`src/hdl/sfc_pkg.sv`:
```
// Shared constants and types for the serial port format control block
// Assumes one 20 MHz system clock and AXI4-Lite register access
package sfc_pkg;
  // Clock and baud divisor width
  localparam int unsigned CLK_PERIOD_NS = 50;
  localparam int unsigned CLK_HZ        = 1_000_000_000 / CLK_PERIOD_NS;
  localparam int          DIV_W         = 18;

  // Format word field positions
  localparam int          FMT_DATA8     = 0;
  localparam int          FMT_PAR_LO    = 1;
  localparam int          FMT_STOP2     = 3;
  localparam int          FMT_BAUD_LO   = 4;
  localparam logic [15:0] FMT_DEFAULT   = 16'h0086;
  localparam logic [15:0] FMT_P2P_MASK  = 16'h00ff;
  localparam logic [1:0]  PAR_ILLEGAL   = 2'b10;
  localparam logic [3:0]  BAUD_NONE     = 4'h0;
  localparam logic [3:0]  BAUD_P2P_MAX  = 4'hc;

  // Baud rates by format code; code zero has no rate
  localparam int unsigned BAUD_RATE [16] = '{0, 110, 150, 300, 600, 1200, 2400, 4800,
    9600, 19200, 38400, 57600, 115200, 500000, 31250, 921000};

  // Register byte offsets
  localparam int          ADDR_W        = 6;
  localparam logic [5:0]  OFS_FMT1      = 6'h00;
  localparam logic [5:0]  OFS_FMT2      = 6'h04;
  localparam logic [5:0]  OFS_FMT3      = 6'h08;
  localparam logic [5:0]  OFS_CTRL      = 6'h0c;
  localparam logic [5:0]  OFS_ERR       = 6'h10;
  localparam logic [5:0]  OFS_CFG1      = 6'h14;
  localparam logic [5:0]  OFS_CFG2      = 6'h18;
  localparam logic [5:0]  OFS_CFG3      = 6'h1c;

  // Control and error register fields
  localparam int          CTRL_LATCH_LO = 0;
  localparam int          CTRL_RTU_LO   = 4;
  localparam int          CTRL_MSTR_LO  = 8;
  localparam int          ERR_FLAG_BIT  = 0;
  localparam int          ERR_RUN_BIT   = 1;
  localparam int          ERR_CODE_LO   = 8;
  localparam logic [1:0]  RESP_OKAY     = 2'b00;
  localparam logic [1:0]  RESP_SLVERR   = 2'b10;

  // Error codes reported to software
  localparam logic [7:0]  CODE_FUNC     = 8'h01;
  localparam logic [7:0]  CODE_ADDR     = 8'h02;
  localparam logic [7:0]  CODE_RANGE    = 8'h03;
  localparam logic [7:0]  CODE_SUM      = 8'h07;

  typedef enum logic [1:0] {
    ERR_BAD_FUNC  = 2'b00,
    ERR_BAD_ADDR  = 2'b01,
    ERR_BAD_RANGE = 2'b10,
    ERR_BAD_SUM   = 2'b11
  } sfc_err_kind_t;

  typedef enum logic [1:0] {
    MODE_STOP  = 2'b00,
    MODE_FIRST = 2'b01,
    MODE_RUN   = 2'b10
  } sfc_mode_t;

  // Illegal request report from a protocol engine
  typedef struct packed {
    logic          valid;
    sfc_err_kind_t kind;
  } sfc_err_t;

  // Active configuration of one port
  typedef struct packed {
    logic             master;
    logic             rtu;
    logic [3:0]       baud_code;
    logic             stop2;
    logic [1:0]       parity;
    logic             data8;
    logic [DIV_W-1:0] baud_div;
  } sfc_cfg_t;

  localparam sfc_cfg_t CFG_DEFAULT = '{master: 1'b0, rtu: 1'b0, baud_code: 4'h8, stop2: 1'b0,
    parity: 2'b11, data8: 1'b0, baud_div: DIV_W'(CLK_HZ / 9600)};
endpackage

```
`src/hdl/sfc_port_cfg.sv`:
```
// One serial port's format decoder and active configuration
// Assumes apply is a one-cycle pulse on the first scan after stop-to-run
`timescale 1ns/1ns
`default_nettype none
module sfc_port_cfg #(
  parameter bit MULTIDROP = 1'b0
) (
  // Clock and reset
  input  wire logic            aclk,
  input  wire logic            aresetn,
  // Settings from registers
  input  wire logic            apply,
  input  wire logic [15:0]     fmt_word,
  input  wire logic            rtu_sel,
  input  wire logic            master_sel,
  // Active configuration
  output sfc_pkg::sfc_cfg_t    cfg,
  output logic                 reject
);
  logic [sfc_pkg::DIV_W-1:0] div_tab [16];
  logic [15:0]               word;
  logic                      legal;
  sfc_pkg::sfc_cfg_t         cfg_ff;
  sfc_pkg::sfc_cfg_t         nxt_cfg;
  logic                      reject_ff;
  logic                      nxt_reject;

  if (sfc_pkg::CLK_HZ / sfc_pkg::BAUD_RATE[15] < 16) begin : g_chk
    $error("clock too slow for the fastest baud rate");
  end

  // Divisor table, one entry per baud code
  for (genvar i = 0; i < 16; i++) begin : g_div
    if (i == 0) begin : g_none
      assign div_tab[i] = '0;
    end else begin : g_rate
      assign div_tab[i] = sfc_pkg::DIV_W'(sfc_pkg::CLK_HZ / sfc_pkg::BAUD_RATE[i]);
    end
  end

  // Upper byte is dead on the point-to-point port
  assign word = MULTIDROP ? fmt_word : (fmt_word & sfc_pkg::FMT_P2P_MASK);

  // Reject unknown parity, no rate, or multidrop-only rates on point-to-point
  assign legal = (word[sfc_pkg::FMT_PAR_LO +: 2] != sfc_pkg::PAR_ILLEGAL)
              && (word[sfc_pkg::FMT_BAUD_LO +: 4] != sfc_pkg::BAUD_NONE)
              && (MULTIDROP || word[sfc_pkg::FMT_BAUD_LO +: 4] <= sfc_pkg::BAUD_P2P_MAX);

  // Next configuration
  always_comb begin
    nxt_cfg            = cfg_ff;
    nxt_reject         = reject_ff;
    nxt_cfg.rtu        = rtu_sel;
    nxt_cfg.master     = master_sel;
    if (apply) begin
      nxt_reject = !legal;
      if (legal) begin
        nxt_cfg.data8     = word[sfc_pkg::FMT_DATA8];
        nxt_cfg.parity    = word[sfc_pkg::FMT_PAR_LO +: 2];
        nxt_cfg.stop2     = word[sfc_pkg::FMT_STOP2];
        nxt_cfg.baud_code = word[sfc_pkg::FMT_BAUD_LO +: 4];
        nxt_cfg.baud_div  = div_tab[word[sfc_pkg::FMT_BAUD_LO +: 4]];
      end
    end
  end

  // Registers; reset restores the default format
  always_ff @(posedge aclk) begin
    if (!aresetn) begin
      cfg_ff    <= sfc_pkg::CFG_DEFAULT;
      reject_ff <= 1'b0;
    end else begin
      cfg_ff    <= nxt_cfg;
      reject_ff <= nxt_reject;
    end
  end

  assign cfg    = cfg_ff;
  assign reject = reject_ff;
endmodule
`default_nettype wire

```
`src/hdl/sfc_top.sv`:
```
// Format control and error reporting for three serial ports, AXI4-Lite slave
// Assumes run_mode is an asynchronous level from the run/stop logic
// What this block does
// Illegal host request sets the error flag and stores its code.
// Codes: 01 bad function, 02 bad address, 03 out of range, 07 checksum.
// Format bit 0 picks 7 data bits when clear, 8 when set.
// Software must pick 8 data bits whenever RTU framing is used.
// Bits 1-2 pick parity none, odd or even; bit 3 picks stop bits.
// Bits 4-7 pick baud; codes D, E, F exist on multidrop ports only.
// Point-to-point port runs at most 115200 baud, master or slave, ASCII or RTU.
// Multidrop ports run up to 921 kbit/s.
// All three ports work at once and independently.
// Point-to-point format bits 8 to 15 are ignored.
// First scan after stop-to-run reconfigures each latched port from its word.
// Per-port framing flag: set for RTU, clear for ASCII.
// Each port can be bus master or slave.
// A changed format survives the move from run to stop.
// After reset every port returns to 9600 baud, 7 bits, even, 1 stop.
//
// The register offsets and the AXI4-Lite slave port were left to the implementer.
`timescale 1ns/1ns
`default_nettype none
module sfc_top #(
  parameter int ADDR_W = sfc_pkg::ADDR_W
) (
  // Clock and reset
  input  wire logic               aclk,
  input  wire logic               aresetn,
  // AXI4-Lite write address and data
  input  wire logic [ADDR_W-1:0]  awaddr,
  input  wire logic               awvalid,
  output logic                    awready,
  input  wire logic [31:0]        wdata,
  input  wire logic [3:0]         wstrb,
  input  wire logic               wvalid,
  output logic                    wready,
  // AXI4-Lite write response
  output logic [1:0]              bresp,
  output logic                    bvalid,
  input  wire logic               bready,
  // AXI4-Lite read
  input  wire logic [ADDR_W-1:0]  araddr,
  input  wire logic               arvalid,
  output logic                    arready,
  output logic [31:0]             rdata,
  output logic [1:0]              rresp,
  output logic                    rvalid,
  input  wire logic               rready,
  // Run/stop level and request errors
  input  wire logic               run_mode,
  input  wire sfc_pkg::sfc_err_t  req_err,
  // Active port configurations and error status
  output sfc_pkg::sfc_cfg_t       point_to_point_port_cfg,
  output sfc_pkg::sfc_cfg_t       multidrop_port_a_cfg,
  output sfc_pkg::sfc_cfg_t       multidrop_port_b_cfg,
  output logic                    comm_error_flag,
  output logic [7:0]              comm_error_code
);
  if (ADDR_W < sfc_pkg::ADDR_W) begin : g_chk
    $error("address too narrow for the register map");
  end

  // Register index decode: 0..7 hit, 8 means unmapped
  function automatic logic [3:0] reg_index(input logic [ADDR_W-1:0] a);
    logic [3:0] idx;
    idx = 4'h8;
    // Address bits above the map must be zero; a shift stays legal when
    // the bus is exactly as wide as the map
    if ((a >> sfc_pkg::ADDR_W) == '0) begin
      case (a[sfc_pkg::ADDR_W-1:0])
        sfc_pkg::OFS_FMT1: idx = 4'h0;
        sfc_pkg::OFS_FMT2: idx = 4'h1;
        sfc_pkg::OFS_FMT3: idx = 4'h2;
        sfc_pkg::OFS_CTRL: idx = 4'h3;
        sfc_pkg::OFS_ERR:  idx = 4'h4;
        sfc_pkg::OFS_CFG1: idx = 4'h5;
        sfc_pkg::OFS_CFG2: idx = 4'h6;
        sfc_pkg::OFS_CFG3: idx = 4'h7;
        default:           idx = 4'h8;
      endcase
    end
    return idx;
  endfunction

  // Byte-lane merge for a 16-bit register
  function automatic logic [15:0] merge16(input logic [15:0] old, input logic [31:0] d,
                                          input logic [3:0] s);
    logic [15:0] r;
    r = old;
    if (s[0]) r[7:0]  = d[7:0];
    if (s[1]) r[15:8] = d[15:8];
    return r;
  endfunction

  // Map an error kind to its reported code
  function automatic logic [7:0] err_code(input sfc_pkg::sfc_err_kind_t k);
    logic [7:0] c;
    case (k)
      sfc_pkg::ERR_BAD_FUNC:  c = sfc_pkg::CODE_FUNC;
      sfc_pkg::ERR_BAD_ADDR:  c = sfc_pkg::CODE_ADDR;
      sfc_pkg::ERR_BAD_RANGE: c = sfc_pkg::CODE_RANGE;
      default:                c = sfc_pkg::CODE_SUM;
    endcase
    return c;
  endfunction

  // Pack one port's configuration for readback
  function automatic logic [31:0] cfg_word(input sfc_pkg::sfc_cfg_t c, input logic rej);
    return {21'h00_0000, rej, c.master, c.rtu, c.baud_code, c.stop2, c.parity, c.data8};
  endfunction

  logic [15:0]          fmt_ff [3];
  logic [15:0]          nxt_fmt [3];
  logic [11:0]          ctrl_ff;
  logic [11:0]          nxt_ctrl;
  logic                 flag_ff;
  logic                 nxt_flag;
  logic [7:0]           code_ff;
  logic [7:0]           nxt_code;
  logic                 bvalid_ff;
  logic                 nxt_bvalid;
  logic [1:0]           bresp_ff;
  logic [1:0]           nxt_bresp;
  logic                 rvalid_ff;
  logic                 nxt_rvalid;
  logic [31:0]          rdata_ff;
  logic [31:0]          nxt_rdata;
  logic [1:0]           rresp_ff;
  logic [1:0]           nxt_rresp;
  logic                 run_s1_ff;
  logic                 run_s2_ff;
  sfc_pkg::sfc_mode_t   mode_ff;
  sfc_pkg::sfc_mode_t   nxt_mode;
  logic                 wr_go;
  logic                 rd_go;
  logic [3:0]           wr_idx;
  logic [3:0]           rd_idx;
  logic                 first_scan;
  sfc_pkg::sfc_cfg_t    cfg [3];
  logic [2:0]           reject;

  // Bus handshakes; a write takes address and data together
  // Nothing is taken while the previous answer still stands, so at most
  // one write and one read are under way
  assign wr_go   = awvalid && wvalid && !bvalid_ff;
  assign rd_go   = arvalid && !rvalid_ff;
  assign awready = wr_go;
  assign wready  = wr_go;
  assign arready = rd_go;
  assign wr_idx  = reg_index(awaddr);
  assign rd_idx  = reg_index(araddr);

  // Register writes and the error flag
  always_comb begin
    for (int i = 0; i < 3; i++) begin
      nxt_fmt[i] = fmt_ff[i];
    end
    nxt_ctrl   = ctrl_ff;
    nxt_flag   = flag_ff;
    nxt_code   = code_ff;
    nxt_bvalid = bvalid_ff && !bready;
    nxt_bresp  = bresp_ff;
    if (wr_go) begin
      nxt_bvalid = 1'b1;
      nxt_bresp  = (wr_idx == 4'h8) ? sfc_pkg::RESP_SLVERR : sfc_pkg::RESP_OKAY;
      case (wr_idx)
        4'h0, 4'h1, 4'h2: nxt_fmt[wr_idx[1:0]] = merge16(fmt_ff[wr_idx[1:0]], wdata, wstrb);
        4'h3: nxt_ctrl = 12'(merge16({4'h0, ctrl_ff}, wdata, wstrb));
        4'h4: if (wstrb[0] && wdata[sfc_pkg::ERR_FLAG_BIT]) nxt_flag = 1'b0; // Write one to clear
        default: ;
      endcase
    end
    // A new error beats a clear in the same cycle
    if (req_err.valid) begin
      nxt_flag = 1'b1;
      nxt_code = err_code(req_err.kind);
    end
  end

  // Read data path
  // Configuration readback comes straight from the port decoders
  always_comb begin
    nxt_rvalid = rvalid_ff && !rready;
    nxt_rdata  = rdata_ff;
    nxt_rresp  = rresp_ff;
    if (rd_go) begin
      nxt_rvalid = 1'b1;
      nxt_rresp  = sfc_pkg::RESP_OKAY;
      case (rd_idx)
        4'h0, 4'h1, 4'h2: nxt_rdata = {16'h0000, fmt_ff[rd_idx[1:0]]};
        4'h3: nxt_rdata = {20'h0_0000, ctrl_ff};
        4'h4: begin
          nxt_rdata = '0;
          nxt_rdata[sfc_pkg::ERR_FLAG_BIT]     = flag_ff;
          nxt_rdata[sfc_pkg::ERR_RUN_BIT]      = (mode_ff != sfc_pkg::MODE_STOP);
          nxt_rdata[sfc_pkg::ERR_CODE_LO +: 8] = code_ff;
        end
        4'h5, 4'h6, 4'h7: nxt_rdata = cfg_word(cfg[rd_idx[1:0] - 2'd1], reject[rd_idx[1:0] - 2'd1]);
        default: begin
          nxt_rdata = '0;
          nxt_rresp = sfc_pkg::RESP_SLVERR;
        end
      endcase
    end
  end

  // Run/stop sequence; only the first run cycle applies formats
  // FIRST lasts one cycle, so a run level that stays high never reapplies
  // formats, and dropping to stop leaves the active settings alone
  always_comb begin
    case (mode_ff)
      sfc_pkg::MODE_STOP:  nxt_mode = run_s2_ff ? sfc_pkg::MODE_FIRST : sfc_pkg::MODE_STOP;
      sfc_pkg::MODE_FIRST: nxt_mode = run_s2_ff ? sfc_pkg::MODE_RUN : sfc_pkg::MODE_STOP;
      sfc_pkg::MODE_RUN:   nxt_mode = run_s2_ff ? sfc_pkg::MODE_RUN : sfc_pkg::MODE_STOP;
      default:             nxt_mode = sfc_pkg::MODE_STOP;
    endcase
  end
  assign first_scan = (mode_ff == sfc_pkg::MODE_FIRST);

  // Register file: format words and control; reset restores default formats
  always_ff @(posedge aclk) begin
    if (!aresetn) begin
      for (int i = 0; i < 3; i++) begin
        fmt_ff[i] <= sfc_pkg::FMT_DEFAULT;
      end
      ctrl_ff <= '0;
    end else begin
      for (int i = 0; i < 3; i++) begin
        fmt_ff[i] <= nxt_fmt[i];
      end
      ctrl_ff <= nxt_ctrl;
    end
  end

  // Error status; the flag holds until software clears it
  always_ff @(posedge aclk) begin
    if (!aresetn) begin
      flag_ff <= 1'b0;
      code_ff <= '0;
    end else begin
      flag_ff <= nxt_flag;
      code_ff <= nxt_code;
    end
  end

  // Bus answers; each stands until its ready edge
  always_ff @(posedge aclk) begin
    if (!aresetn) begin
      bvalid_ff <= 1'b0;
      bresp_ff  <= sfc_pkg::RESP_OKAY;
      rvalid_ff <= 1'b0;
      rdata_ff  <= '0;
      rresp_ff  <= sfc_pkg::RESP_OKAY;
    end else begin
      bvalid_ff <= nxt_bvalid;
      bresp_ff  <= nxt_bresp;
      rvalid_ff <= nxt_rvalid;
      rdata_ff  <= nxt_rdata;
      rresp_ff  <= nxt_rresp;
    end
  end

  // Run level synchroniser and run/stop sequence; the pin is asynchronous
  always_ff @(posedge aclk) begin
    if (!aresetn) begin
      run_s1_ff <= 1'b0;
      run_s2_ff <= 1'b0;
      mode_ff   <= sfc_pkg::MODE_STOP;
    end else begin
      run_s1_ff <= run_mode;
      run_s2_ff <= run_s1_ff;
      mode_ff   <= nxt_mode;
    end
  end

  // Three independent port decoders; port 0 is point-to-point
  // Framing and master selects act at once; format fields change only
  // when the apply pulse finds a legal word
  for (genvar p = 0; p < 3; p++) begin : g_port
    sfc_port_cfg #(
      .MULTIDROP (p != 0)
    ) u_port (
      .aclk       (aclk),
      .aresetn    (aresetn),
      .apply      (first_scan && ctrl_ff[sfc_pkg::CTRL_LATCH_LO + p]),
      .fmt_word   (fmt_ff[p]),
      .rtu_sel    (ctrl_ff[sfc_pkg::CTRL_RTU_LO + p]),
      .master_sel (ctrl_ff[sfc_pkg::CTRL_MSTR_LO + p]),
      .cfg        (cfg[p]),
      .reject     (reject[p])
    );
  end

  // Outputs
  // Every data output comes straight from a flip-flop
  assign bvalid                  = bvalid_ff;
  assign bresp                   = bresp_ff;
  assign rvalid                  = rvalid_ff;
  assign rdata                   = rdata_ff;
  assign rresp                   = rresp_ff;
  assign comm_error_flag         = flag_ff;
  assign comm_error_code         = code_ff;
  assign point_to_point_port_cfg = cfg[0];
  assign multidrop_port_a_cfg    = cfg[1];
  assign multidrop_port_b_cfg    = cfg[2];
endmodule
`default_nettype wire

```
`config.mk`:
```
export PLATFORM = sky130hd
export DESIGN_NAME = sfc_top
export DESIGN_NICKNAME = d
export VERILOG_FILES = /design/src/hdl/sfc_pkg.sv /design/src/hdl/sfc_port_cfg.sv /design/src/hdl/sfc_top.sv
export SDC_FILE = /design/constraint.sdc
export NUM_CORES = 1
export LEC_CHECK = 0
export BUFFER_PORTS_ARGS = -buffer_cell sky130_fd_sc_hd__buf_2
export CORE_MARGIN = 1
export CORE_UTILIZATION = 40
export DETAILED_ROUTE_END_ITERATION = 8
export PLACE_DENSITY = 0.62
export SYNTH_ARGS = -nofsm -noshare
export SYNTH_HDL_FRONTEND = slang
export SYNTH_SLANG_ARGS = --single-unit
```
`constraint.sdc`:
```
create_clock -name aclk -period 6.31 [get_ports aclk]
set_input_delay 0.631 -clock aclk [delete_from_list [all_inputs] [get_ports aclk]]
set_output_delay 0.631 -clock aclk [all_outputs]
set_load 0.1 [all_outputs]
```
Word-level counts from Yosys, hierarchy flattened
Memories as Yosys holds them, arrays and structs flattened. A register that Yosys moved wholly into a read port is not among the register bits.
Cells that the tools add are included.

word-level totals
  output and inout port bits = 134
  memory bits (writable) = 48
  memory bits (read-only) = 1120
  memories kept = 6
  word-level logic and storage cells = 154
  bits in latches = 0
  flip-flop bits (word level) = 96
  input port bits = 59

cells by class
  multiply operators = 0
  mux-type cells = 36
  shift-type cells = 0
  $add $sub $neg = 1
  bitwise gates (word level) = 8
  reduce and logical (&&, ||, !) cells = 46
  div/mod/pow operators = 0
  order comparisons = 5
  equality and inequality tests = 19

memory list
  name             words  width  read ports  clocked after Yosys merged registers in  write ports  RTL line            text
  (no name shown)  16     18     1           1                                        0            sfc_port_cfg.sv:62  nxt_cfg.baud_div = div_tab[word[sfc_pkg::FMT_BAUD_LO +: 4]];
  (no name shown)  16     18     1           1                                        0            sfc_port_cfg.sv:62
  (no name shown)  16     18     1           1                                        0            sfc_port_cfg.sv:62
  (no name shown)  32     4      1           0                                        0            sfc_top.sv:70       case (a[sfc_pkg::ADDR_W-1:0])
  (no name shown)  32     4      1           0                                        0            sfc_top.sv:70
  fmt_ff           3      16     5           0                                        3            sfc_top.sv:112      logic [15:0] fmt_ff [3];

operator list
  kind                                                      count
  2-to-1 mux 48 bit                                         2
  2-to-1 mux 16 bit                                         4
  case mux 16 bit (4 select lines)                          1
  binary-select mux 28 bit (select 2 bit)                   1
  2-to-1 mux 28 bit                                         2
  bitwise mux 48 bit                                        1
  2-to-1 mux 8 bit                                          6
  demux 16 bit (select 2 bit)                               1
  == test 4 x 3 -> 1 bit, second input constant             5
  == test 4 x 2 -> 1 bit, second input constant             4
  inverter 4 -> 5 bit                                       3
  logical AND 1 bit                                         14
  nonzero test 4 bit                                        3
  logical NOT 1 bit                                         10
  2-to-1 mux 1 bit                                          10
  case mux 3 bit (3 select lines)                           1
  AND reduction 3 bit                                       3
  OR reduction 3 bit                                        3
  == test 4 x 1 -> 1 bit, second input constant             2
  logical NOT 4 bit                                         2
  2-to-1 mux 4 bit                                          2
  nonzero test 2 bit                                        4
  OR reduction 8 bit                                        1
  greater-or-equal comparator 3 bit, second input constant  2
  16 further kinds                                          28

Depth between registers and ports, before layout
An unclocked memory read counts as a cell.

  depth after elaboration = 11
  mapped depth = 10
  mapped depth without buffers = 8

By module
From an unflattened synthesis, not the netlist that was laid out.

unflattened totals
  cells, all modules = 1049
  area total of the unflattened synthesis = 8979.9 um2

by module, submodules not included
  module                           cells each  sequential area each (um2)  area each (um2)  instances
  sfc_top                          568         1761.7                      4863.4           1
  sfc_port_cfg (g_port[1].u_port)  161         580.6                       1388.8           1
  sfc_port_cfg (g_port[0].u_port)  160         580.6                       1385.1           1
  sfc_port_cfg (g_port[2].u_port)  160         580.6                       1342.5           1

Least setup slack after synthesis
No wires, ideal clock.

  kind = register to output
  start = reg bvalid_ff (netlist: bvalid)
  end = out wready
  cell stages (with the launch flop) = 4
  buffers on the path = 1
  required time = 5679 ps
  slack = 3414 ps
  arrival = 2265 ps
  cell sequence = dfxtp_1 -> nand3b_1 -> inv_1 -> buf_4

on the way
  word-level cells in the longest chain between the ends = 2

RTL lines
  element                 RTL line        text
  from (decl)             sfc_top.sv:120  logic bvalid_ff;
  from (signal assigned)  sfc_top.sv:255  bvalid_ff <= nxt_bvalid;
  logical NOT 1 bit       sfc_top.sv:145  assign wr_go = awvalid && wvalid && !bvalid_ff;
  logical AND 1 bit       sfc_top.sv:145
  to (decl)               sfc_top.sv:36   output logic wready,

No other way between the ends.

==> results.yml <==
routing:
  wl_per_cell_um: 18.9
  wl_met1_um: 12100
  top_layer: "met4"
  met3_length_um: 2220
  vias_per_cell: 5.81
  postRouteAntennaNets: 0
  vias: 8429
  drc_errors: 2
  drt_wl_total_um: 27500
  firstDrtPassIters: 9
  first_iter_violations: 842
  dr_wl_met2_um: 12600
global_route:
  grt_pass1_wl_um: 42400
  track_usage_pct: 24.4
  overflow: 0
  grt_pass1_vias: 7537
  grt_max_degree: 74
  grt_antenna_before_repair: 0
pwr:
  power_mw: 2.50
  powerDensity_nw_per_um2: 244
  p_leak_nw: 4.24
  ir_worst_vdd_uv: 169
timing:
  fin_skew_ns: 0.0123
  slew_headroom_pct: 21.5
  hold_viol_final: 0
  timing.fmax_mhz: 309
  report.final.slew_viol_count: 0
  finalSetupViolCount: 0
  finalSetupTns_ns: 0
  post-route-period-util_pct: 51.3
  worst_pin_slew_ns: 1.17
  fin_ws_ns: 3.07
  grt_setup_unrepaired: "false"
  timing.final.crit_period_ns: 3.24
floorplan:
  core_area_um2: 21800
  ioPinCount: 193
  start_util_pct: 40.6
  die_w_um: 151
  rows: 54
  dieArea_um2: 22700
  die_h_um: 151
critical_path:
  cpMaxStageDelayCell: "or4_1"
  required_ns: 6.64
  crit_path_end_kind: "flip-flop"
  cp.arrival_ns: 3.57
  crit_chain: "inv_1 > ha_1 > nor3b_1 > or4_1 > a221o_1 > a31o_2"
  slowest_delay_ns: 0.76
  critPathLaunchType: "flip-flop"
  crit_type: "reg -> reg"
  worst-path-max-fanout: 16
place:
  place_area_um2: 9630
  dp_hpwl_um: 18700
  place.gp.congestion: 0.868
  place_ws_ns: 2.97
  placed_cells: 1418
  portBuffers: 151
job:
  drv_cap: 0
cts:
  post_cts_buffers: 0
  cts_tree: "built"
  clock_sinks: 175
  htree_num_levels: 4
  path_clk_slew_ns: 0.07
  post_cts_resize_count: 0
  cts_buffer_depth: 2
  hold_buffers: 0
  cts_buffers: 17
  ctsRootBufferMaster: "clkbuf_16"
  insertion_delay_ns: 0.44
yosys:
  postSynthAreaPerCell_um2: 8.32
  synth_ff_type: "dfxtp_1"
  synth_cells: 1062
  yosysSeqAreaShare_pct: 39.6
  synth_warnings: 0
  synth-seq-cells: 175
  synthDistinctLibCells: 64
  synth-edff-count: 0
  syn_area_um2: 8840
  async_reset_ff_share_pct: 0
layout:
  fin_cells: 1451
  n_fill_cell: 2166
  drive_gt1_share_pct: 19.2
  multi_input_area_um2: 4810
  final_cell_area_um2: 10300
  area_growth_pct: 16.0
  layout.nets: 1241
  regArea_um2: 3500
min_path:
  worstHoldPathType: "in -> reg"
status:
  run_status: "complete, but fails checks"
  failed_checks: "DRC"
[layout by cell type, fill, tap and decap left out, types with 6 or more instances in the layout]
cell,netlist,routed
a211oi_1,6,6
a21bo_2,7,7
a21o_1,8,8
a21oi_1,73,73
a221oi_1,8,8
a311oi_1,6,6
a31oi_1,16,16
a32o_1,25,25
a32oi_1,15,15
and2_1,17,17
and3_1,17,17
buf_2,9,150
buf_4,24,15
clkbuf_16,0,17
conb_1,1,23
dfxtp_1,175,175
ha_1,25,25
inv_1,25,25
mux2i_1,16,16
nand2_1,95,95
nand2b_1,20,20
nand3_1,45,45
nand4_1,6,6
nor2_1,101,101
nor2b_1,9,9
nor3_1,10,10
nor3b_1,21,21
o211a_1,6,6
o211ai_1,25,25
o21ai_0,68,68
o22a_1,7,7
o22ai_1,9,9
o2bb2ai_1,6,6
o311a_1,6,6
o31ai_1,16,16
[sequential cells by signal, indices dropped and copies added (netlist names)]
signal,count
bresp,1
bvalid,1
comm_error_code,3
comm_error_flag,1
ctrl_ff,12
fmt_ff,48
g_port.u_port.cfg,84
g_port.u_port.reject,3
mode_ff,2
rdata,16
rresp,1
run_s1_ff,1
run_s2_ff,1
rvalid,1
[worst paths after layout]
path | slack, ns | endpoint | start | cells after the start
worst max-delay path | 3.07 | g_port[0].u_port.cfg[4] | fmt_ff[0][4] | 6
worst min-delay path | 0.41 | run_s1_ff | run_mode | 2
worst max register to register | 3.07 | g_port[0].u_port.cfg[4] | fmt_ff[0][4] | 6
worst min register to register | 0.44 | run_s2_ff | run_s1_ff | 1
[critical path: cells and delay by family, from the launching register on]
| family | cells | cell delay, ns |
|---|---|---|
| AOI/OAI and AO/OA | 2 | 0.67 |
| adders and majority gates | 1 | 0.45 |
| and+or+nand+nor | 2 | 1.08 |
| buffers and inverters | 1 | 0.22 |
| DFF | 1 | 0.70 |
[where the power goes]
group	internal (mW)	total [mW]	switching (mW)
logic	0.0403	0.263	0.223
registers	1.11	1.12	0.00764
clock network	0.640	1.11	0.474
[routing by layer]
metal | vias up | global-route usage (%)
li1 | 4019 | -
met1 | 4021 | 33.3
met2 | 346 | 37.5
met3 | 43 | 5.79
met4 | 0 | 7.70
met5 | - | 0
[per-stage QoR]
step / utilization [%] / hold slack [ns]
after floorplan: - / 0.412
after global placement: 44.3 / 0.437
after detailed placement: 44.3 / 0.420
after CTS: 47.1 / 0.401
after global routing: 47.1 / 0.408
final: 47.1 / 0.409
[synth_stat cells (3+ instances only)]
cell       instances  area (µm²)
dfxtp_1          175        3500
nor2_1           101         379
nand2_1           95         357
a21oi_1           73         365
clkbuf_1          72         270
o21ai_0           68         340
nand3_1           45         225
a32o_1            25         250
ha_1              25         313
inv_1             25        93.8
o211ai_1          25         188
buf_4             24         180
nor3b_1           21         158
nand2b_1          20         125
and2_1            17         106
and3_1            17         106
a31oi_1           16         100
mux2i_1           16         160
o31ai_1           16         120
a32oi_1           15         131
nor3_1            10        50.1
buf_2              9        45.0
nor2b_1            9        56.3
o22ai_1            9        56.3
a21o_1             8        60.1
a221oi_1           8        70.1
a21bo_2            7        70.1
o22a_1             7        61.3
a211oi_1           6        45.0
a311oi_1           6        52.6
buf_1              6        22.5
nand4_1            6        37.5
o211a_1            6        60.1
o2bb2ai_1          6        52.6
o311a_1            6        60.1
a31o_2             4        35.0
o311ai_0           4        35.0
o41ai_1            4        35.0
or2_2              4        25.0
a22oi_1            3        22.5
clkinv_1           3        11.3
mux4_2             3        67.6
or3_1              3        18.8
or4_1              3        22.5
[cells by family after synthesis]
family / share of synthesized area [%]
DFF: 39.6
buffers and inverters: 7.09
muxes: 2.58
other: 0.0424
adders and majority gates: 3.54
and+or+nand+nor: 20.6
AOI/OAI and AO/OA: 26.5
[cell type report]
type	instances	share of cell area, %
multi-input combinational	769	46.9
sequential	175	34.2
timing repair buffer	165	8.42
clock buffer	18	4.28
tap	280	3.42
clock inverter	14	1.75
inverter	29	1.06
antenna	1	0.0244
Power figures use the tool's default switching activity.
